## src/intc_pkg.sv

```systemverilog
// Constants, register map and carrier types of the four-level interrupt controller.
// Assumes one 100 MHz clock and an APB master with 32-bit data.
package intc_pkg;

  localparam int NSRC = 13;
  localparam int NPER = 9;

  // Register byte addresses.
  localparam logic [7:0] OFS_IEN_A  = 8'h00;
  localparam logic [7:0] OFS_IEN_B  = 8'h04;
  localparam logic [7:0] OFS_PL_A   = 8'h08;
  localparam logic [7:0] OFS_PH_A   = 8'h0C;
  localparam logic [7:0] OFS_PL_B   = 8'h10;
  localparam logic [7:0] OFS_PH_B   = 8'h14;
  localparam logic [7:0] OFS_PWR    = 8'h18;
  localparam logic [7:0] OFS_STAT   = 8'h1C;
  localparam logic [7:0] OFS_EVT_ST = 8'h20;
  localparam logic [7:0] OFS_EVT_CL = 8'h24;
  localparam logic [7:0] OFS_EVT_EN = 8'h28;
  localparam logic [7:0] OFS_TECR   = 8'h88;

  // Field positions.
  localparam int TECR_TF1   = 7;
  localparam int TECR_TR1   = 6;
  localparam int TECR_TF0   = 5;
  localparam int TECR_TR0   = 4;
  localparam int TECR_FLAG1 = 3;
  localparam int TECR_TRIG1 = 2;
  localparam int TECR_FLAG0 = 1;
  localparam int TECR_TRIG0 = 0;
  localparam int IEN_GLOBAL = 7;
  localparam int PWR_IDLE = 0;
  localparam int PWR_PD   = 1;
  localparam int PWR_XTAL = 2;
  localparam int EVT_WAKE = 0;
  localparam int EVT_VEC  = 1;
  localparam int EVT_NEST = 2;

  // Source numbers; a lower number ranks first among equal levels.
  localparam logic [3:0] SRC_EXT0 = 4'h0;
  localparam logic [3:0] SRC_TMR0 = 4'h1;
  localparam logic [3:0] SRC_EXT1 = 4'h2;
  localparam logic [3:0] SRC_TMR1 = 4'h3;

  // Reset values.
  localparam logic [7:0] TECR_RST = 8'h00;
  localparam logic [7:0] REG_RST  = 8'h00;

  // Wake-up timing.
  localparam int OSC_CYC_XTAL  = 992;
  localparam int OSC_CYC_OTHER = 224;
  localparam int WAKE_EXTRA_US = 60;
  localparam int CLK_MHZ       = 100;
  localparam int WAKE_EXTRA_CYC = WAKE_EXTRA_US * CLK_MHZ;

  typedef enum logic [1:0] {
    PWR_RUN   = 2'b00,
    PWR_SLEEP = 2'b01,
    PWR_DOWN  = 2'b10,
    PWR_WAKE  = 2'b11
  } pwr_t;

  typedef struct packed {
    logic        psel;
    logic        penable;
    logic        pwrite;
    logic [7:0]  paddr;
    logic [31:0] pwdata;
  } apb_req_t;

  typedef struct packed {
    logic insn_start;
    logic irq_ack;
    logic irq_ret;
  } cpu_req_t;

  typedef struct packed {
    logic       valid;
    logic [3:0] id;
    logic [1:0] level;
  } vec_t;

endpackage

```

## src/ext_int_detect.sv

```systemverilog
// One external interrupt input with its request flag.
// Assumes the pin is already synchronous to clk.
`timescale 1ns/1ns
module ext_int_detect
  import intc_pkg::*;
(
  input  wire logic clk,       // Core clock.
  input  wire logic rst_n,     // Synchronous reset, active low.
  input  wire logic pin,       // Sampled external pin.
  input  wire logic trig_edge, // High selects falling-edge mode.
  input  wire logic clr,       // Clears the flag in edge mode.
  output logic      flag       // Request flag.
);

  typedef struct packed {
    logic prev;
    logic flag;
  } det_t;

  det_t s_r;
  det_t s_nxt;

  // Edge mode sets on a high sample then a low one; the set beats a clear.
  always_comb begin
    s_nxt = s_r;
    s_nxt.prev = pin;
    if (!trig_edge) begin
      s_nxt.flag = ~pin;
    end else if (s_r.prev && !pin) begin
      s_nxt.flag = 1'b1;
    end else if (clr) begin
      s_nxt.flag = 1'b0;
    end
  end

  // The previous sample resets high, so a pin low on the first sample after reset counts as a fall in edge mode.
  always_ff @(posedge clk) begin
    if (!rst_n) begin
      s_r <= '{prev: 1'b1, flag: 1'b0};
    end else begin
      s_r <= s_nxt;
    end
  end

  assign flag = s_r.flag;

endmodule

```

## src/wake_timer.sv

```systemverilog
// Wake-up delay: source-clock cycles, then a fixed stretch of core cycles.
// Assumes osc_tick pulses once per source-clock cycle.
`timescale 1ns/1ns
module wake_timer
  import intc_pkg::*;
#(
  parameter int EXTRA_CYC = WAKE_EXTRA_CYC
)(
  input  wire logic clk,      // Core clock.
  input  wire logic rst_n,    // Synchronous reset, active low.
  input  wire logic start,    // Starts a delay.
  input  wire logic xtal,     // High for a crystal source.
  input  wire logic osc_tick, // One pulse per source-clock cycle.
  output logic      done      // One-cycle pulse at the end.
);

  typedef struct packed {
    logic [1:0]  phase;
    logic [15:0] cnt;
    logic        done;
  } wt_t;

  wt_t s_r;
  wt_t s_nxt;

  // Phase 1 counts source ticks, phase 2 counts core cycles.
  always_comb begin
    s_nxt = s_r;
    s_nxt.done = 1'b0;
    case (s_r.phase)
      2'd0: if (start) begin
        s_nxt.phase = 2'd1;
        s_nxt.cnt = xtal ? 16'(OSC_CYC_XTAL) : 16'(OSC_CYC_OTHER);
      end
      2'd1: if (osc_tick) begin
        s_nxt.cnt = s_r.cnt - 16'h0001;
        if (s_r.cnt == 16'h0001) begin
          s_nxt.phase = 2'd2;
          s_nxt.cnt = 16'(EXTRA_CYC);
        end
      end
      2'd2: begin
        s_nxt.cnt = s_r.cnt - 16'h0001;
        if (s_r.cnt == 16'h0001) begin
          s_nxt.phase = 2'd0;
          s_nxt.done = 1'b1;
        end
      end
      default: s_nxt.phase = 2'd0;
    endcase
  end

  always_ff @(posedge clk) begin
    if (!rst_n) begin
      s_r <= '0;
    end else begin
      s_r <= s_nxt;
    end
  end

  assign done = s_r.done;

endmodule

```

## src/intc_top.sv

```systemverilog
// Four-level interrupt controller with wake-up control and an APB slave.
// Assumes synchronous inputs, one CPU that answers vectors, and one clock.
//
// What this block does
// - Accept thirteen sources: two external, two timers, serial, system and bus peripherals.
// - Four priority levels per source, one bit each from low and high registers.
// - A source with its enable bit clear never gets serviced.
// - Global enable bit in the first enable register masks every source.
// - Active routine is preempted only by a strictly higher level.
// - A routine at the top level is never preempted.
// - Equal-level requests at an instruction start are picked by fixed ranking.
// - Ranking only breaks ties; it never overrides programmed priority.
// - Two external interrupt pins, apart from the keypad source.
// - Each external input is level or falling-edge, by its trigger-type bit.
// - Edge mode sets the flag on a high sample followed by a low.
// - An enabled external interrupt wakes the core from idle or power-down.
// - Crystal wake-up holds the core clock 992 source cycles plus 60 us.
// - Other sources hold the core clock 224 source cycles plus 60 us.
// - Timer/external control register at 88H, resets to zero, fixed bit order.
// - Idle ends on any enabled interrupt request or on reset.
//
// Chosen here: the APB register port and the address map.
`timescale 1ns/1ns
module intc_top
  import intc_pkg::*;
#(
  parameter int EXTRA_CYC = WAKE_EXTRA_CYC
)(
  input  wire logic            clk,          // Core clock, 100 MHz.
  input  wire logic            rst_n,        // Synchronous reset, active low.
  input  apb_req_t             apb,          // APB request.
  output logic                 pready,       // APB ready.
  output logic [31:0]          prdata,       // APB read data.
  output logic                 pslverr,      // APB error, unmapped address.
  input  wire logic [1:0]      ext_int_pin,  // External pins, index 1 and 0.
  input  wire logic [1:0]      tmr_ovf,      // Timer overflow pulses.
  input  wire logic [NPER-1:0] periph_req,   // Other sources, levels, ids 4 to 12.
  input  wire logic            source_clock, // Source-clock tick pulse.
  input  cpu_req_t             cpu,          // CPU handshake.
  output vec_t                 vec,          // Vector offered to the CPU.
  output logic [1:0]           tmr_run,      // Timer run bits.
  output logic                 core_clk_en,  // Core clock gate.
  output logic                 irq           // Status interrupt.
);

  typedef struct packed {
    logic [7:0]  tecr;
    logic [7:0]  ien_a;
    logic [7:0]  ien_b;
    logic [7:0]  pl_a;
    logic [7:0]  ph_a;
    logic [7:0]  pl_b;
    logic [7:0]  ph_b;
    logic        xtal;
    pwr_t        pwr;
    logic [3:0]  in_svc;
    vec_t        vec;
    logic [2:0]  evt_st;
    logic [2:0]  evt_en;
    logic        irq;
    logic        pready;
    logic [31:0] prdata;
    logic        pslverr;
    logic        clk_en;
  } state_t;

  state_t s_r;
  state_t s_nxt;

  logic [1:0]      ext_flag;
  logic [1:0]      ext_clr;
  logic            wake_done;
  logic            wr_en;
  logic            rd_phase;
  logic [NSRC-1:0] raw;
  logic [NSRC-1:0] en_all;
  logic [NSRC-1:0] pend;
  logic [1:0]      prio [NSRC];
  logic            found;
  logic [3:0]      best_id;
  logic [1:0]      best_lvl;
  logic [1:0]      act_lvl;
  logic            take;
  logic            ext_wake;
  logic [31:0]     rdata;
  logic            unmapped;

  // Access phase is one wait state; the write lands where pready is sampled.
  assign rd_phase = apb.psel && apb.penable && !s_r.pready;
  assign wr_en    = apb.psel && apb.penable && s_r.pready && apb.pwrite;

  // Software clears an edge flag by writing zero; so does vectoring to it.
  always_comb begin
    ext_clr[0] = cpu.irq_ack && s_r.vec.valid && s_r.vec.id == SRC_EXT0;
    ext_clr[1] = cpu.irq_ack && s_r.vec.valid && s_r.vec.id == SRC_EXT1;
    if (wr_en && apb.paddr == OFS_TECR) begin
      ext_clr[0] = ext_clr[0] || !apb.pwdata[TECR_FLAG0];
      ext_clr[1] = ext_clr[1] || !apb.pwdata[TECR_FLAG1];
    end
  end

  // The two external inputs share one detector design.
  for (genvar g = 0; g < 2; g++) begin : g_ext
    ext_int_detect u_det (
      .clk       (clk),
      .rst_n     (rst_n),
      .pin       (ext_int_pin[g]),
      .trig_edge (s_r.tecr[g == 0 ? TECR_TRIG0 : TECR_TRIG1]),
      .clr       (ext_clr[g]),
      .flag      (ext_flag[g])
    );
  end

  // Power-down wake delay; the source choice picks the first count.
  wake_timer #(
    .EXTRA_CYC (EXTRA_CYC)
  ) u_wake (
    .clk      (clk),
    .rst_n    (rst_n),
    .start    (s_r.pwr == PWR_DOWN && ext_wake),
    .xtal     (s_r.xtal),
    .osc_tick (source_clock),
    .done     (wake_done)
  );

  // Thirteen request lines gated by their own and the global enable.
  always_comb begin
    raw = {periph_req, s_r.tecr[TECR_TF1], ext_flag[1], s_r.tecr[TECR_TF0], ext_flag[0]};
    en_all = {s_r.ien_b[5:0], s_r.ien_a[6:0]};
    pend = raw & en_all & {NSRC{s_r.ien_a[IEN_GLOBAL]}};
    for (int i = 0; i < NSRC; i++) begin
      if (i < 7) begin
        prio[i] = {s_r.ph_a[i], s_r.pl_a[i]};
      end else begin
        prio[i] = {s_r.ph_b[i-7], s_r.pl_b[i-7]};
      end
    end
  end

  // A strictly higher level replaces the candidate, so ties keep the lower id.
  always_comb begin
    found = 1'b0;
    best_id = 4'h0;
    best_lvl = 2'd0;
    for (int i = 0; i < NSRC; i++) begin
      if (pend[i] && (!found || prio[i] > best_lvl)) begin
        found = 1'b1;
        best_id = 4'(i);
        best_lvl = prio[i];
      end
    end
  end

  // Level of the innermost routine in service.
  always_comb begin
    act_lvl = 2'd0;
    for (int l = 0; l < 4; l++) begin
      if (s_r.in_svc[l]) begin
        act_lvl = 2'(l);
      end
    end
    take = found && (s_r.in_svc == 4'h0 || best_lvl > act_lvl);
    ext_wake = pend[SRC_EXT0] || pend[SRC_EXT1];
  end

  // Register read mux; the external request flags come from the detectors.
  always_comb begin
    rdata = 32'h0000_0000;
    unmapped = 1'b0;
    case (apb.paddr)
      OFS_IEN_A:  rdata[7:0] = s_r.ien_a;
      OFS_IEN_B:  rdata[7:0] = s_r.ien_b;
      OFS_PL_A:   rdata[7:0] = s_r.pl_a;
      OFS_PH_A:   rdata[7:0] = s_r.ph_a;
      OFS_PL_B:   rdata[7:0] = s_r.pl_b;
      OFS_PH_B:   rdata[7:0] = s_r.ph_b;
      OFS_PWR:    rdata[4:0] = {s_r.pwr, s_r.xtal, s_r.pwr == PWR_DOWN, s_r.pwr == PWR_SLEEP};
      OFS_STAT:   rdata[10:0] = {s_r.vec, s_r.in_svc};
      OFS_EVT_ST: rdata[2:0] = s_r.evt_st;
      OFS_EVT_CL: rdata = 32'h0000_0000;
      OFS_EVT_EN: rdata[2:0] = s_r.evt_en;
      OFS_TECR: begin
        rdata[7:0] = s_r.tecr;
        rdata[TECR_FLAG1] = ext_flag[1];
        rdata[TECR_FLAG0] = ext_flag[0];
      end
      default:    unmapped = 1'b1;
    endcase
  end

  // Main next-state logic.
  always_comb begin
    s_nxt = s_r;
    s_nxt.pready = rd_phase;
    s_nxt.pslverr = rd_phase && unmapped;
    s_nxt.prdata = rd_phase ? rdata : 32'h0000_0000;
    if (wr_en && !unmapped) begin
      case (apb.paddr)
        OFS_IEN_A:  s_nxt.ien_a = apb.pwdata[7:0];
        OFS_IEN_B:  s_nxt.ien_b = apb.pwdata[7:0];
        OFS_PL_A:   s_nxt.pl_a = apb.pwdata[7:0];
        OFS_PH_A:   s_nxt.ph_a = apb.pwdata[7:0];
        OFS_PL_B:   s_nxt.pl_b = apb.pwdata[7:0];
        OFS_PH_B:   s_nxt.ph_b = apb.pwdata[7:0];
        OFS_PWR: begin
          s_nxt.xtal = apb.pwdata[PWR_XTAL];
          if (s_r.pwr == PWR_RUN && apb.pwdata[PWR_PD]) begin
            s_nxt.pwr = PWR_DOWN;
          end else if (s_r.pwr == PWR_RUN && apb.pwdata[PWR_IDLE]) begin
            s_nxt.pwr = PWR_SLEEP;
          end
        end
        OFS_EVT_CL: s_nxt.evt_st = s_r.evt_st & ~apb.pwdata[2:0];
        OFS_EVT_EN: s_nxt.evt_en = apb.pwdata[2:0];
        OFS_TECR:   s_nxt.tecr = apb.pwdata[7:0] & 8'hF5;
        default:    s_nxt.tecr = s_r.tecr;
      endcase
    end
    // Overflow sets win over a software clear in the same cycle.
    if (tmr_ovf[0]) begin
      s_nxt.tecr[TECR_TF0] = 1'b1;
    end
    if (tmr_ovf[1]) begin
      s_nxt.tecr[TECR_TF1] = 1'b1;
    end
    // Arbitration happens only at instruction starts while the core runs.
    if (cpu.insn_start && s_r.pwr == PWR_RUN) begin
      s_nxt.vec = '{valid: take, id: best_id, level: best_lvl};
      if (take) begin
        s_nxt.evt_st[EVT_VEC] = 1'b1;
        if (s_r.in_svc != 4'h0) begin
          s_nxt.evt_st[EVT_NEST] = 1'b1;
        end
      end
    end
    // Return pops the innermost level; acknowledge then pushes the new one.
    if (cpu.irq_ret) begin
      s_nxt.in_svc[act_lvl] = 1'b0;
    end
    if (cpu.irq_ack && s_r.vec.valid) begin
      s_nxt.in_svc[s_r.vec.level] = 1'b1;
      s_nxt.vec.valid = 1'b0;
      if (s_r.vec.id == SRC_TMR0) begin
        s_nxt.tecr[TECR_TF0] = tmr_ovf[0];
      end
      if (s_r.vec.id == SRC_TMR1) begin
        s_nxt.tecr[TECR_TF1] = tmr_ovf[1];
      end
    end
    // Power state machine.
    case (s_r.pwr)
      PWR_RUN:   s_nxt.pwr = s_nxt.pwr;
      PWR_SLEEP: if (found) begin
        s_nxt.pwr = PWR_RUN;
      end
      PWR_DOWN:  if (ext_wake) begin
        s_nxt.pwr = PWR_WAKE;
      end
      PWR_WAKE:  if (wake_done) begin
        s_nxt.pwr = PWR_RUN;
        s_nxt.evt_st[EVT_WAKE] = 1'b1;
      end
      default:   s_nxt.pwr = PWR_RUN;
    endcase
    // Idle keeps the core clock gated too; the CPU resumes on its return.
    s_nxt.clk_en = s_nxt.pwr == PWR_RUN;
    s_nxt.irq = |(s_nxt.evt_st & s_nxt.evt_en);
  end

  // All control state resets to a defined value.
  always_ff @(posedge clk) begin
    if (!rst_n) begin
      s_r <= '0;
      s_r.tecr <= TECR_RST;
      s_r.ien_a <= REG_RST;
      s_r.clk_en <= 1'b1;
    end else begin
      s_r <= s_nxt;
    end
  end

  assign pready      = s_r.pready;
  assign prdata      = s_r.prdata;
  assign pslverr     = s_r.pslverr;
  assign vec         = s_r.vec;
  assign tmr_run     = {s_r.tecr[TECR_TR1], s_r.tecr[TECR_TR0]};
  assign core_clk_en = s_r.clk_en;
  assign irq         = s_r.irq;
endmodule

```

## config.mk

```make
export PLATFORM = sky130hd
export DESIGN_NAME = intc_top
export DESIGN_NICKNAME = d
export VERILOG_FILES = /design/src/intc_pkg.sv /design/src/ext_int_detect.sv /design/src/wake_timer.sv /design/src/intc_top.sv
export SDC_FILE = /design/constraint.sdc
export NUM_CORES = 1
export LEC_CHECK = 0
export BUFFER_PORTS_ARGS = -buffer_cell sky130_fd_sc_hd__buf_2
export CAP_MARGIN = 20
export CORE_ASPECT_RATIO = 1.2
export CORE_MARGIN = 4
export CORE_UTILIZATION = 50
export CTS_BUF_LIST = sky130_fd_sc_hd__clkbuf_4 sky130_fd_sc_hd__clkbuf_8
export CTS_CLUSTER_DIAMETER = 50
export DETAILED_ROUTE_END_ITERATION = 8
export PLACE_DENSITY = 0.72
export SYNTH_ARGS = -nofsm -noshare
export SYNTH_HDL_FRONTEND = slang
export SYNTH_SLANG_ARGS = --single-unit
```

## constraint.sdc

```tcl
create_clock -name clk -period 16.9 [get_ports clk]
set_input_delay 0.845 -clock clk [delete_from_list [all_inputs] [get_ports clk]]
set_output_delay 0.845 -clock clk [all_outputs]
set_load 0.1 [all_outputs]
```

* Word-level counts from Yosys, hierarchy flattened *
Cells that the tools add are included.

word-level totals
  register bits = 133
  input bits = 62
  word-level logic and storage cells = 268

operators by class
  add/subtract/negate cells = 1
  order comparisons = 17
  equality and inequality tests = 26
  mux-type cells = 95
  bitwise logic cells = 11
  reductions and logical operators = 88

operators by type and width
  operator                                                                number
  59-bit two-way mux                                                      1
  8-bit two-way mux                                                       7
  18-bit two-way mux                                                      3
  4-bit two-way mux                                                       12
  16-bit case mux with 3 select lines                                     1
  2-bit two-way mux                                                       23
  1-bit two-way mux                                                       34
  3-bit case mux with 11 select lines                                     1
  8-bit by 5-bit equality test with 1-bit output, second input constant   4
  1-bit logical AND                                                       31
  13-bit AND                                                              2
  2-bit > comparator                                                      13
  8-bit by 6-bit equality test with 1-bit output, second input constant   3
  3-bit case mux with 8 select lines                                      1
  2-bit AND reduction                                                     10
  2-bit case mux with 9 select lines                                      1
  1-bit logical NOT                                                       17
  16-bit by 1-bit equality test with 1-bit output, second input constant  1
  8-bit by 4-bit equality test with 1-bit output, second input constant   2
  1-bit logical OR                                                        16
  16-bit by 1-bit subtractor with 16-bit output, second input constant    1
  12-bit OR reduction                                                     1
  10-bit two-way mux                                                      1
  3-bit two-way mux                                                       3
  32 further kinds                                                        49

* Longest topological paths before layout *
Gate-level depths: netlist of the first run.

  word-level depth = 58
  depth in mapped cells = 86

* By module *
Synthesis of the first run repeated with hierarchy kept, for this count alone.

second synthesis, totals
  cell total of the unflattened synthesis = 856
  area total of the unflattened synthesis = 7006.7 um^2

by module, submodules not included
  module          times used  cells each  area each (um^2)  sequential area each (um^2)
  intc_top        1           690         5652.9            1781.7
  wake_timer      1           154         1221.2            380.4
  ext_int_detect  2           6           66.3              40.0

* Worst setup path before layout of the first run *
OpenSTA, ideal clock, no wires.

  path type = flip-flop to flip-flop
  start = register s_r[103] (netlist bit)
  end = register s_r (netlist bit irq)
  data arrival time = 15.409 ns
  required time = 16.779 ns
  setup slack = 1.370 ns
  stages on the path, launching flop included = 81
  buffers on the path = 2
  period minus slack after synthesis = 15.530 ns
  path through = dfxtp_1 > and3_1 > buf_4 > nand2_1 > ha_1 > nor2b_1 > o21ai_0 > a21oi_1 > or2_2 > inv_1 > ha_1 > nor2b_1 > a2bb2oi_1 > o2111a_2 > a221o_1 > a21boi_0 > ha_1 > a2bb2oi_1 > (+45 left out) > nand2_1 > nand4_1 > mux2_2 > ha_1 > a21oi_1 > a21oi_1 > o2111ai_1 > o21ai_0 > o21ai_0 > ha_1 > inv_1 > a21oi_1 > a21oi_1 > o211ai_1 > a21boi_0 > o22ai_1 > nand2_1 > o21ai_0

on the way
  longest elaborated chain between the ends = 57

ends and longest elaborated chain
  element                                                         line             source
  start, declared                                                 intc_top.sv:67   state_t s_r;
  start signal, assigned                                          intc_top.sv:278  s_r <= s_nxt;
  13-bit AND *                                                    intc_top.sv:130  pend = raw & en_all & {NSRC{s_r.ien_a[IEN_GLOBAL]}};
  2-bit two-way mux / 1-bit two-way mux (equally long branches)   intc_top.sv:146  if (pend[i] && (!found || prio[i] > best_lvl)) begin
  2-bit > comparator / 1-bit logical NOT (equally long branches)  intc_top.sv:146
  1-bit logical OR                                                intc_top.sv:146
  1-bit logical AND                                               intc_top.sv:146
  2-bit two-way mux / 1-bit two-way mux (equally long branches)   intc_top.sv:146
  2-bit > comparator / 1-bit logical NOT (equally long branches)  intc_top.sv:146
  1-bit logical OR                                                intc_top.sv:146
  (+41 left out)                                                  -
  2-bit two-way mux                                               intc_top.sv:146
  2-bit > comparator                                              intc_top.sv:162  take = found && (s_r.in_svc == 4'h0 || best_lvl > act_lvl);
  1-bit logical OR                                                intc_top.sv:162
  1-bit logical AND *                                             intc_top.sv:162
  2-bit two-way mux *                                             intc_top.sv:229  if (take) begin
  9-bit two-way mux *                                             intc_top.sv:227  if (cpu.insn_start && s_r.pwr == PWR_RUN) begin
  3-bit AND *                                                     intc_top.sv:267  s_nxt.irq = |(s_nxt.evt_st & s_nxt.evt_en);
  3-bit OR reduction *                                            intc_top.sv:267

Mark *: on every way between the ends. The rest lies on a longest branch, timed or not.
A chain may end at the register's enable or synchronous reset.

* Worst setup path in the final report of the first run *
  start = register s_r (netlist bit en_all[0])
  end = register s_r (netlist bit irq)

on the way
  longest elaborated chain between the ends = 58

ends and longest elaborated chain
  element                                                         line
  13-bit AND * (2 in a row)                                       intc_top.sv:130
  2-bit two-way mux / 1-bit two-way mux (equally long branches)   intc_top.sv:146
  2-bit > comparator / 1-bit logical NOT (equally long branches)  intc_top.sv:146
  1-bit logical OR                                                intc_top.sv:146
  1-bit logical AND                                               intc_top.sv:146
  2-bit two-way mux / 1-bit two-way mux (equally long branches)   intc_top.sv:146
  2-bit > comparator / 1-bit logical NOT (equally long branches)  intc_top.sv:146
  1-bit logical OR                                                intc_top.sv:146
  (+41 left out)                                                  -
  2-bit two-way mux                                               intc_top.sv:146
  2-bit > comparator                                              intc_top.sv:162
  1-bit logical OR                                                intc_top.sv:162
  1-bit logical AND *                                             intc_top.sv:162
  2-bit two-way mux *                                             intc_top.sv:229
  9-bit two-way mux *                                             intc_top.sv:227
  3-bit AND *                                                     intc_top.sv:267
  3-bit OR reduction *                                            intc_top.sv:267

Marked as above.

==> results.py, run 1 <==
metrics = {
    "floorplan": {
        "die-width_um": 114.3,
        "core_area_um2": 13240,
        "num_io_pins": 107,
        "die_area_um2": 15490,
        "rows": 46,
        "die_height_um": 135.5,
        "start_util_pct": 51.19,
    },
    "logic_synthesis": {
        "synth-edff-count": 0,
        "synth_cell_types": 72,
        "yosysSeqAreaShare_pct": 33.09,
        "ys_ff_latch": 112,
        "netlist_area_um2": 6776,
        "ys.flop_type": "dfxtp_1",
        "synth_warnings": 0,
        "synthCells": 799,
        "avgSynthCellArea_um2": 8.481,
        "synthArstFlopShare_pct": 0,
    },
    "global_route": {
        "globalRouteOverflowTotal": 0,
        "track_usage_pct": 23.88,
        "grt_pass1_vias": 5652,
        "grt_max_degree": 93,
        "grt_pass1_wl_mm": 29.13,
        "antenna_found_initial": 0,
    },
    "cts": {
        "htreeDepth": 3,
        "cts_buffers": 9,
        "cts-root-buf": "clkbuf_8",
        "cts_sinks": 112,
        "cts_tree": "yes",
        "cts_hold_buf": 0,
        "clkSlewWorstSetupHoldPaths_ns": 0.11,
        "worst_skew_pair.late_latency_ns": 0.39,
        "cts_max_path_buffers": 2,
    },
    "finish": {
        "diodes": 0,
        "final_nets": 930,
        "syn_to_final_growth_pct": 8.586,
        "fin_cells": 1013,
        "layout-drive-gt1-share_pct": 15.86,
        "utilization_pct": 55.59,
    },
    "critical_path": {
        "critPathBufInv": 3,
        "critPathTopFamily": "compound AO/OA/AOI/OAI gates",
        "critPathMaxFanout": 7,
        "crit_path_end_kind": "flop",
        "worstPathArrival_ns": 16.10,
        "slowest_delay_ns": 0.41,
        "worst_setup_path_start_kind": "flop",
        "critPathSlowestCell": "mux2_2",
        "worst-setup-path-type": "reg -> reg",
        "critPathRequiredTime_ns": 17.18,
        "crit_top_cell": "ha_1",
    },
    "route": {
        "wl_per_cell_um": 18.35,
        "drt_iter0_drc": 483,
        "final_antenna_net_count": 0,
        "num_vias": 6006,
        "vias_per_cell": 5.929,
        "firstDrtPassIters": 6,
        "drc": 0,
        "wirelength_mm": 18.59,
    },
    "power": {
        "total_power_w": 0.0005492,
        "ir_worst_vdd_v": 0.00006623,
        "p_per_area_nw_per_um2": 74.64,
        "p_leak_nw": 2.756,
    },
    "placed_design": {
        "io_buffers": 61,
        "hpwl_mm": 13.83,
        "pre_cts_ws_ns": 0.2581,
        "dpl.cell_count": 991,
        "routabilityCongestion": 0.9263,
    },
    "timing": {
        "period_share_pct": 93.61,
        "max-slew-margin-rel_pct": 27.07,
        "worst_pin_slew_ns": 1.090,
        "drv_slew": 0,
        "fin_setup_tns_ns": 0,
        "setup_ws_ns": 1.080,
        "setup_viol": 0,
        "fin_skew_ns": 0.01450,
        "hold_violations": 0,
        "clock.fmax_mhz": 63.21,
        "layout_min_cycle_time_ns": 15.82,
    },
    "flow_run": {
        "drv_cap": 0,
    },
    "status": {
        "status": "finished, final reports clean",
    },
    "worst_hold_path": {
        "min_path_type": "reg -> reg",
    },
}
synthesized netlist by cell type (4+ instances only):
master     count  area [um2]
nand3b_1       5       37.54
o2111ai_1      5       43.79
nor2_1        55       206.5
a21boi_0      14       105.1
a31oi_1       12       75.07
mux2i_1       64       640.6
xor2_1         4       35.03
and2_1         7       43.79
o22ai_1        5       31.28
and3_1         9       56.30
ha_1          28       350.3
nand3_1       15       75.07
o21ai_0       40       200.2
o21a_1         5       37.54
nand2b_1       4       25.02
a21oi_1       35       175.2
nor4_1         8       50.05
a222oi_1       7       70.07
xnor2_1        6       52.55
a221oi_1       9       78.83
o211ai_1       5       37.54
nor2b_1       73       456.7
dfxtp_1      112        2242
nand2_1       67       251.5
a22oi_1       14       105.1
inv_1         33       123.9
buf_4         42       315.3
nand4_1        5       31.28
nor3_1        17       85.08
or2_2          6       37.54
clkbuf_1      26       97.59
metal layers:
layer	wire [um]	vias to the layer above	share of wire, %	track usage [%]
met4	741	0	4.0	12.21
li1	-	2891	-	-
met2	9179	231	49	40.53
met5	0	-	0	0
met1	7545	2833	41	29.35
met3	1118	51	6.0	3.307
final cells by class:
cell class              instances  area, um2
clock buffers                   9      123.9
clock inverters                 7      107.6
fillers                      1232       5879
inverters                      33      123.9
multi-input cells             605       4109
flip-flops and latches        112       2243
well taps                     168      210.2
repair buffers                 79      440.4
state kept, by name, indices dropped and copies added (netlist names):
signal / flops
prio: 26
s_r: 24
u_wake.s_r: 18
en_all: 13
prdata: 11
vec: 7
g_ext.u_det.flag: 2
g_ext.u_det.s_r: 2
raw: 2
tmr_run: 2
core_clk_en: 1
irq: 1
pready: 1
pslverr: 1
u_wake.done: 1
timing repair:
| action | CTS | global route |
|---|---|---|
| hold endpoints to repair | 0 | 0 |
| setup endpoints to repair | 0 | 8 |
| gates resized for setup | 0 | 16 |
| setup buffers | 0 | 6 |
worst paths after layout:
kind                              start                  end  slack (ns)  cells after the start
setup / recovery              en_all[0]                  irq        1.08                     80
hold / removal    g_ext[0].u_det.s_r[1]  g_ext[0].u_det.flag        0.48                      2
setup reg to reg              en_all[0]                  irq        1.08                     80
hold reg to reg   g_ext[0].u_det.s_r[1]  g_ext[0].u_det.flag        0.48                      2
placed cells by master, fill, tap and decap left out, drive strengths merged, types with 9 or more instances in the layout:
cell type,instances
dfxtp,112
buf,79
nor2b,73
nand2,67
mux2i,64
nor2,55
o21ai,42
a21oi,35
inv,33
ha,28
conb,21
nor3,18
nand3,15
a22oi,14
a21boi,14
a31oi,13
a221oi,10
and3,10
clkbuf,9
logic make-up (layout without fill, tap and decap cells):
group / Yosys count / count (layout) / share of synthesized area (%)
adders and majority gates: 28 / 28 / 5.170
buffers and inverters: 102 / 128 / 8.124
muxes: 70 / 70 / 10.62
xor gates and xnor gates: 10 / 10 / 1.292
AOI/OAI and AO/OA: 189 / 189 / 19.65
DFF: 112 / 112 / 33.09
and+or+nand+nor: 287 / 287 / 22.01
other: 1 / 21 / 0.05534
worst reg2reg max path: cells and delay by family (launching register included):
family	cells	cell delay [ns]
and+or+nand+nor	19	2.95
adders and majority gates	13	3.40
DFF	1	0.40
buffers and inverters	3	0.27
AOI/OAI and AO/OA	40	7.00
muxes	5	1.72
metrics by stage:
step / instance area (um2) / hold slack [ns]
after floorplan: 6852 / 0.4419
after global placement: 7030 / 0.4447
after detailed placement: 7030 / 0.4583
after CTS: 7262 / 0.4864
after global routing: 7358 / 0.5232
final: 7358 / 0.4831
where the power goes:
part	switching [W]	internal [W]	leakage, nW	total, W
Sequential	0.00000636	0.000270	0.906	0.000276
Clock	0.0000971	0.0000853	0.116	0.000182
Combinational	0.0000667	0.0000241	1.73	0.0000908
Total	0.000170	0.000379	2.76	0.000549
(Power assumes the default switching activity.)
==> run 2: changes to the inputs <==
--- a/config.mk
+++ b/config.mk
@@ -5,6 +5,7 @@
 export SDC_FILE = /design/constraint.sdc
 export NUM_CORES = 1
 export LEC_CHECK = 0
+export ABC_AREA = 1
 export BUFFER_PORTS_ARGS = -buffer_cell sky130_fd_sc_hd__buf_2
 export CAP_MARGIN = 20
 export CORE_ASPECT_RATIO = 1.2
==> run 2 against run 1 <==
Total power down 1.9%. Sequential cell count unchanged. Critical path type unchanged. Critical path depth grew 27. Via count grew 4.3%. Final area shrank 2.3%. Sequential power fell by 1%. Sequential share of layout area increased by 0.70 points. Area after synthesis decreased by 0.20%. Cell count rose by 16%. Critical endpoint unchanged. Count of clock-buffer cells in the layout is the same. Synthesized cell count up 22%. Global-route usage is 0.38 points lower.
==> results.py, run 2 <==
metrics = {
    "cts": {
        "worst_skew_pair.late_latency_ns": 0.39,
        "cts-root-buf": "clkbuf_8",
        "cts_buffers": 9,
        "cts_resized": 0,
        "cts_hold_buf": 0,
        "cts_sinks": 112,
        "htreeDepth": 3,
        "clkSlewWorstSetupHoldPaths_ns": 0.10,
        "postCtsSetupRepairBufs": 0,
        "cts_max_path_buffers": 2,
        "cts_tree": "yes",
    },
    "logic_synthesis": {
        "yosysMostFrequentCell": "inv_1",
        "ys_top_cells_by_count": "inv_1 (165), nand2_1 (130), dfxtp_1 (112)",
        "synth.area.top_cells": "dfxtp_1 (33%), inv_1 (9.2%), nand2_1 (7.2%)",
        "synth_cell_types": 50,
        "synth-edff-count": 0,
        "avgSynthCellArea_um2": 6.929,
        "synth_warnings": 0,
        "ys_ff_latch": 112,
        "yosysSeqAreaShare_pct": 33.15,
        "synth_top_area_cell": "dfxtp_1",
        "netlist_area_um2": 6763,
        "synth_top_area_share_pct": 33.15,
        "ys.flop_type": "dfxtp_1",
        "synthArstFlopShare_pct": 0,
        "synthCells": 976,
    },
    "floorplan": {
        "start_util_pct": 51.09,
        "die_height_um": 135.4,
        "core_area_um2": 13240,
        "die-width_um": 114.2,
        "die_area_um2": 15460,
        "num_io_pins": 107,
        "rows": 46,
    },
    "route": {
        "wl_per_cell_um": 15.33,
        "drt_iter0_drc": 380,
        "num_vias": 6266,
        "wirelength_mm": 18.06,
        "drc": 0,
        "final_antenna_net_count": 0,
        "vias_per_cell": 5.319,
        "firstDrtPassIters": 6,
    },
    "critical_path": {
        "r2r_cells": 107,
        "crit_top_cell": "nand2_1",
        "worst-setup-path-type": "reg -> reg",
        "worst_setup_path_start_kind": "flop",
        "crit_path_end_kind": "flop",
        "critPathBufInv": 14,
        "critPathMaxFanout": 13,
        "critPathTopFamily": "simple AND/OR/NAND/NOR gates",
        "slowest_delay_ns": 0.75,
        "critPathSlowestCell": "dfxtp_1",
        "worstPathArrival_ns": 13.94,
        "critPathRequiredTime_ns": 17.11,
        "path_depth": 107,
    },
    "timing": {
        "clock.fmax_mhz": 72.86,
        "rsz0062_at_grt": "false",
        "period_share_pct": 81.21,
        "drv_slew": 0,
        "fin_skew_ns": 0.02011,
        "hold_ws_ns": 0.4445,
        "hold_violations": 0,
        "max-slew-margin-rel_pct": 34.85,
        "worst_pin_slew_ns": 0.9698,
        "fin_setup_tns_ns": 0,
        "setup_viol": 0,
        "layout_min_cycle_time_ns": 13.73,
    },
    "finish": {
        "final_nets": 1096,
        "mostFrequentLayoutCells": "inv_1 (165), nand2_1 (130), dfxtp_1 (112)",
        "final_common_cell": "inv_1",
        "layout-drive-gt1-share_pct": 12.77,
        "syn_to_final_growth_pct": 6.309,
        "diodes": 0,
        "largest_reg_flops": 26,
        "utilization_pct": 54.31,
    },
    "placed_design": {
        "routabilityCongestion": 0.9675,
        "io_buffers": 61,
        "hpwl_mm": 14.10,
    },
    "global_route": {
        "grt_pass1_wl_mm": 28.60,
        "antenna_found_initial": 0,
        "grt_max_degree": 51,
        "grt_pass1_vias": 5753,
        "globalRouteOverflowTotal": 0,
        "track_usage_pct": 23.50,
    },
    "power": {
        "ir_worst_vdd_v": 0.00005618,
        "p_per_area_nw_per_um2": 74.92,
        "p_leak_nw": 3.137,
    },
    "worst_hold_path": {
        "min_path_type": "reg -> reg",
        "min_path_cells": 2,
    },
    "flow_run": {
        "drv_cap": 0,
    },
    "status": {
        "status": "finished, final reports clean",
    },
}
==> run 2: cell types whose count changed after synthesis, moves of 10 or more <==
cell      change
nor2_1       +36
inv_1       +132
nand2_1      +63
nand3_1      +46
nor2b_1      -73
a21oi_1      +53
mux2i_1      -64
o21ai_0      +42
nand2_4      +10
a22oi_1      -14
nand2_2      +13
a21boi_0     -14
o22ai_1      +14
==> run 2: power breakdown <==
part / switching, W / internal, W
sequential: 0.00000367 / 0.000268
combinational: 0.0000596 / 0.0000191
clock: 0.0000907 / 0.0000974
total: 0.000154 / 0.000385
==> run 2: layout make-up <==
class	instances	area [um2]
Fill cell	1333	6048
Multi-Input combinational cell	649	3542
Sequential cell	112	2242
Inverter	171	641.9
Timing Repair Buffer	63	320.3
Tap cell	168	210.2
Clock buffer	9	123.9
Clock inverter	6	108.9
==> run 2: metrics by stage <==
stage | cells | area, um2 | setup WS, ns | power (W)
6_report | 1178 | 7189 | 3.175 | 0.0005386
4_1_cts | 1178 | 7189 | 3.127 | 0.0005417
5_1_grt | 1178 | 7189 | 1.473 | 0.0005578
3_5_place_dp | 1163 | 6957 | 3.243 | 0.0003563
2_1_floorplan | 996 | 6838 | 5.015 | 0.0003439
3_3_place_gp | 1163 | 6957 | 3.199 | 0.0003556
==> run 2: routing by layer <==
layer  track usage (%)  share of wire [%]  vias up
met4             13.20                5.3        0
met3             3.307                5.5       58
li1                  -                  -     3200
met2             40.79                 49      210
met1             27.58                 40     2798
met5                 0                  0        -
==> run 2: worst min-delay path: cells and delay by family (launching register included) <==
family / cells / cell delay (ns)
buf+inv: 1 / 0.05
flops: 1 / 0.34
simple gates: 1 / 0.03
==> run 2: path summary, 6_finish.rpt <==
path / slack [ns] / startpoint / end
worst max-delay path: 3.17 / s_r[103] / irq
worst min-delay path: 0.44 / vec[5] / prdata[9]
worst max register to register: 3.17 / s_r[103] / irq
worst min register to register: 0.44 / vec[5] / prdata[9]
==> run 2: cells by family after synthesis <==
logic type	after synthesis	synth area share (%)
simple gates	356	25.09
compound gates	235	19.78
buf+inv	235	15.58
flops	112	33.15
fa+ha+maj	28	5.180
xor+xnor	9	1.166
other cells	1	0.05545
==> run 3: changes to the inputs <==
--- a/config.mk
+++ b/config.mk
@@ -5,7 +5,7 @@
 export SDC_FILE = /design/constraint.sdc
 export NUM_CORES = 1
 export LEC_CHECK = 0
-export ABC_AREA = 1
+export ABC_AREA = 0
 export BUFFER_PORTS_ARGS = -buffer_cell sky130_fd_sc_hd__buf_2
 export CAP_MARGIN = 20
 export CORE_ASPECT_RATIO = 1.2
==> constraint.sdc (replaced) <==
create_clock -name clk -period 12.7 [get_ports clk]
set_input_delay 0.635 -clock clk [delete_from_list [all_inputs] [get_ports clk]]
set_output_delay 0.635 -clock clk [all_outputs]
set_load 0.1 [all_outputs]
==> run 3 against run 2 <==
Clock skew is 0.0097 ns lower. Critical path depth decreased by 30. The run now ends with negative setup slack left. Hold slack improved by 0.0040 ns. Die area increased by 0.19%. Worst setup slack worse by 4.9 ns.
==> results.py, run 3 (synthesis gave the netlist of run 1 again) <==
metrics = {
    "timing": {
        "rsz0062_at_grt": "true",
        "max-slew-margin-rel_pct": 19.82,
        "setup_ws_ns": -1.723,
        "layout_min_cycle_time_ns": 14.42,
        "clock.fmax_mhz": 69.34,
        "drv_slew": 0,
        "hold_violations": 0,
        "worst_pin_slew_ns": 1.198,
        "period_share_pct": 113.6,
        "fin_skew_ns": 0.01041,
        "setup_viol": 10,
    },
    "cts": {
        "cts_max_path_buffers": 2,
        "worst_skew_pair.late_latency_ns": 0.39,
        "cts_tree": "yes",
        "clkSlewWorstSetupHoldPaths_ns": 0.10,
        "cts_hold_buf": 0,
        "cts_sinks": 112,
        "cts-root-buf": "clkbuf_8",
        "cts_buffers": 9,
        "htreeDepth": 3,
    },
    "power": {
        "pwr-share-seq_pct": 51.1,
        "p_leak_nw": 3.257,
        "combinationalPowerShare_pct": 17.2,
        "p_int_w": 0.0004962,
        "ir_worst_vdd_v": 0.00007208,
        "p_sw_w": 0.0002221,
        "swShare_pct": 30.92,
        "p_per_area_nw_per_um2": 85.95,
        "p_clk_share_pct": 31.6,
        "total_power_w": 0.0007183,
    },
    "route": {
        "drt_iter0_drc": 594,
        "num_vias": 6537,
        "final_antenna_net_count": 0,
        "firstDrtPassIters": 6,
        "wl_per_cell_um": 19.77,
        "drc": 0,
        "vias_per_cell": 5.992,
        "wirelength_mm": 21.57,
    },
    "finish": {
        "fillers": 1110,
        "final_nets": 1008,
        "mostFrequentLayoutCells": "dfxtp_1 (109), buf_4 (92), nor2b_1 (67)",
        "layout-drive-gt1-share_pct": 29.25,
        "fin_cells": 1091,
        "largest_reg_flops": 26,
        "syn_to_final_growth_pct": 23.32,
        "seq_area_um2": 2248,
        "diodes": 0,
        "utilization_pct": 63.13,
        "final_common_cell": "dfxtp_1",
        "multi_input_area_um2": 4523,
    },
    "critical_path": {
        "timing.rr.start": "s_r[103]",
        "critPathLaunch": "s_r[103]",
        "critPathSlowestCell": "a2111o_1",
        "critPathRequiredTime_ns": 12.98,
        "slowest_delay_ns": 0.44,
        "worst-setup-path-type": "reg -> reg",
        "critPathMaxFanout": 6,
        "worstPathArrival_ns": 14.70,
        "crit_path_end_kind": "flop",
        "crit_top_cell": "ha_4",
        "worst_setup_path_start_kind": "flop",
    },
    "flow_run": {
        "drv_cap": 0,
    },
    "placed_design": {
        "io_buffers": 61,
        "hpwl_mm": 15.25,
        "routabilityCongestion": 0.9355,
        "pre_cts_ws_ns": -1.853,
        "dpl.cell_count": 1035,
    },
    "global_route": {
        "use_met3_pct": 3.441,
        "grt_pass1_vias": 6444,
        "globalRouteOverflowTotal": 0,
        "use_met2_pct": 47.46,
        "track_usage_pct": 27.30,
        "grt_pass1_wl_mm": 33.48,
        "busiest_layer": "met2",
        "grt.met1_usage_pct": 32.69,
        "antenna_found_initial": 0,
        "grt_max_degree": 93,
    },
    "status": {
        "status": "finished with violations",
        "violations": "negative setup slack",
    },
    "floorplan": {
        "start_util_pct": 51.19,
        "rows": 46,
        "die_area_um2": 15490,
        "num_io_pins": 107,
        "die_height_um": 135.5,
        "core_area_um2": 13240,
        "die-width_um": 114.3,
    },
    "worst_hold_path": {
        "min-delay-start": "tmr_ovf[1]",
        "min_path_type": "in -> reg",
    },
}
run 3: what timing repair did:
action,in CTS,in global routing
cloned,0,0
endpoints found under the hold margin,0,0
pin swaps,58,46
resized for setup,40,19
setup buffers,31,11
endpoints found under the setup margin,10,10
run 3: critical path: cells and delay by family, from the launching register on:
| kind | cells | cell delay, ns |
|---|---|---|
| AO/OA/AOI/OAI | 40 | 6.60 |
| adder cells (fa/ha/maj) | 13 | 3.34 |
| buffers and inverters | 1 | 0.07 |
| flip-flops | 1 | 0.36 |
| multiplexers | 4 | 1.29 |
| AND/OR/NAND/NOR | 19 | 2.66 |
run 3: final cells by class:
type / count / area share, %
Clock buffer: 12 / 1.901
Inverter: 33 / 1.482
Multi-Input combinational cell: 605 / 54.12
Tap cell: 168 / 2.515
Timing Repair Buffer: 157 / 12.46
Clock inverter: 4 / 0.6139
Sequential cell: 112 / 26.91
run 3: path summary, 6_finish.rpt:
path                    endpoint  slack, ns  cells past startpoint
min reg2reg  g_ext[1].u_det.flag       0.50                      2
min                       raw[3]       0.45                      2
max                          irq      -1.72                     77
max reg2reg                  irq      -1.72                     77
run 3: through the flow:
stage	hold WS, ns	setup TNS, ns	area (um2)
6_report	0.4485	-12.29	8357
5_1_grt	0.4552	-18.92	8357
4_1_cts	0.4358	-8.267	8192
3_5_place_dp	0.4681	-11.78	7589
3_3_place_gp	0.4508	-4.283	7589
2_1_floorplan	0.4417	-9.930	7093
run 3: power groups by stage:
stage                     Sequential (W)  Combinational [W]  Clock [W]
after floorplan                 0.000378          0.0000976          0
after global placement          0.000374           0.000118          0
after detailed placement        0.000375           0.000121          0
after CTS                       0.000367           0.000122   0.000229
after global routing            0.000368           0.000135   0.000240
final                           0.000367           0.000124   0.000227
run 3: per-layer routing:
layer	up-vias	routed length [um]
met2	280	10730
met3	67	1268
met5	-	0
met1	3144	8443
met4	0	1130
li1	3046	-
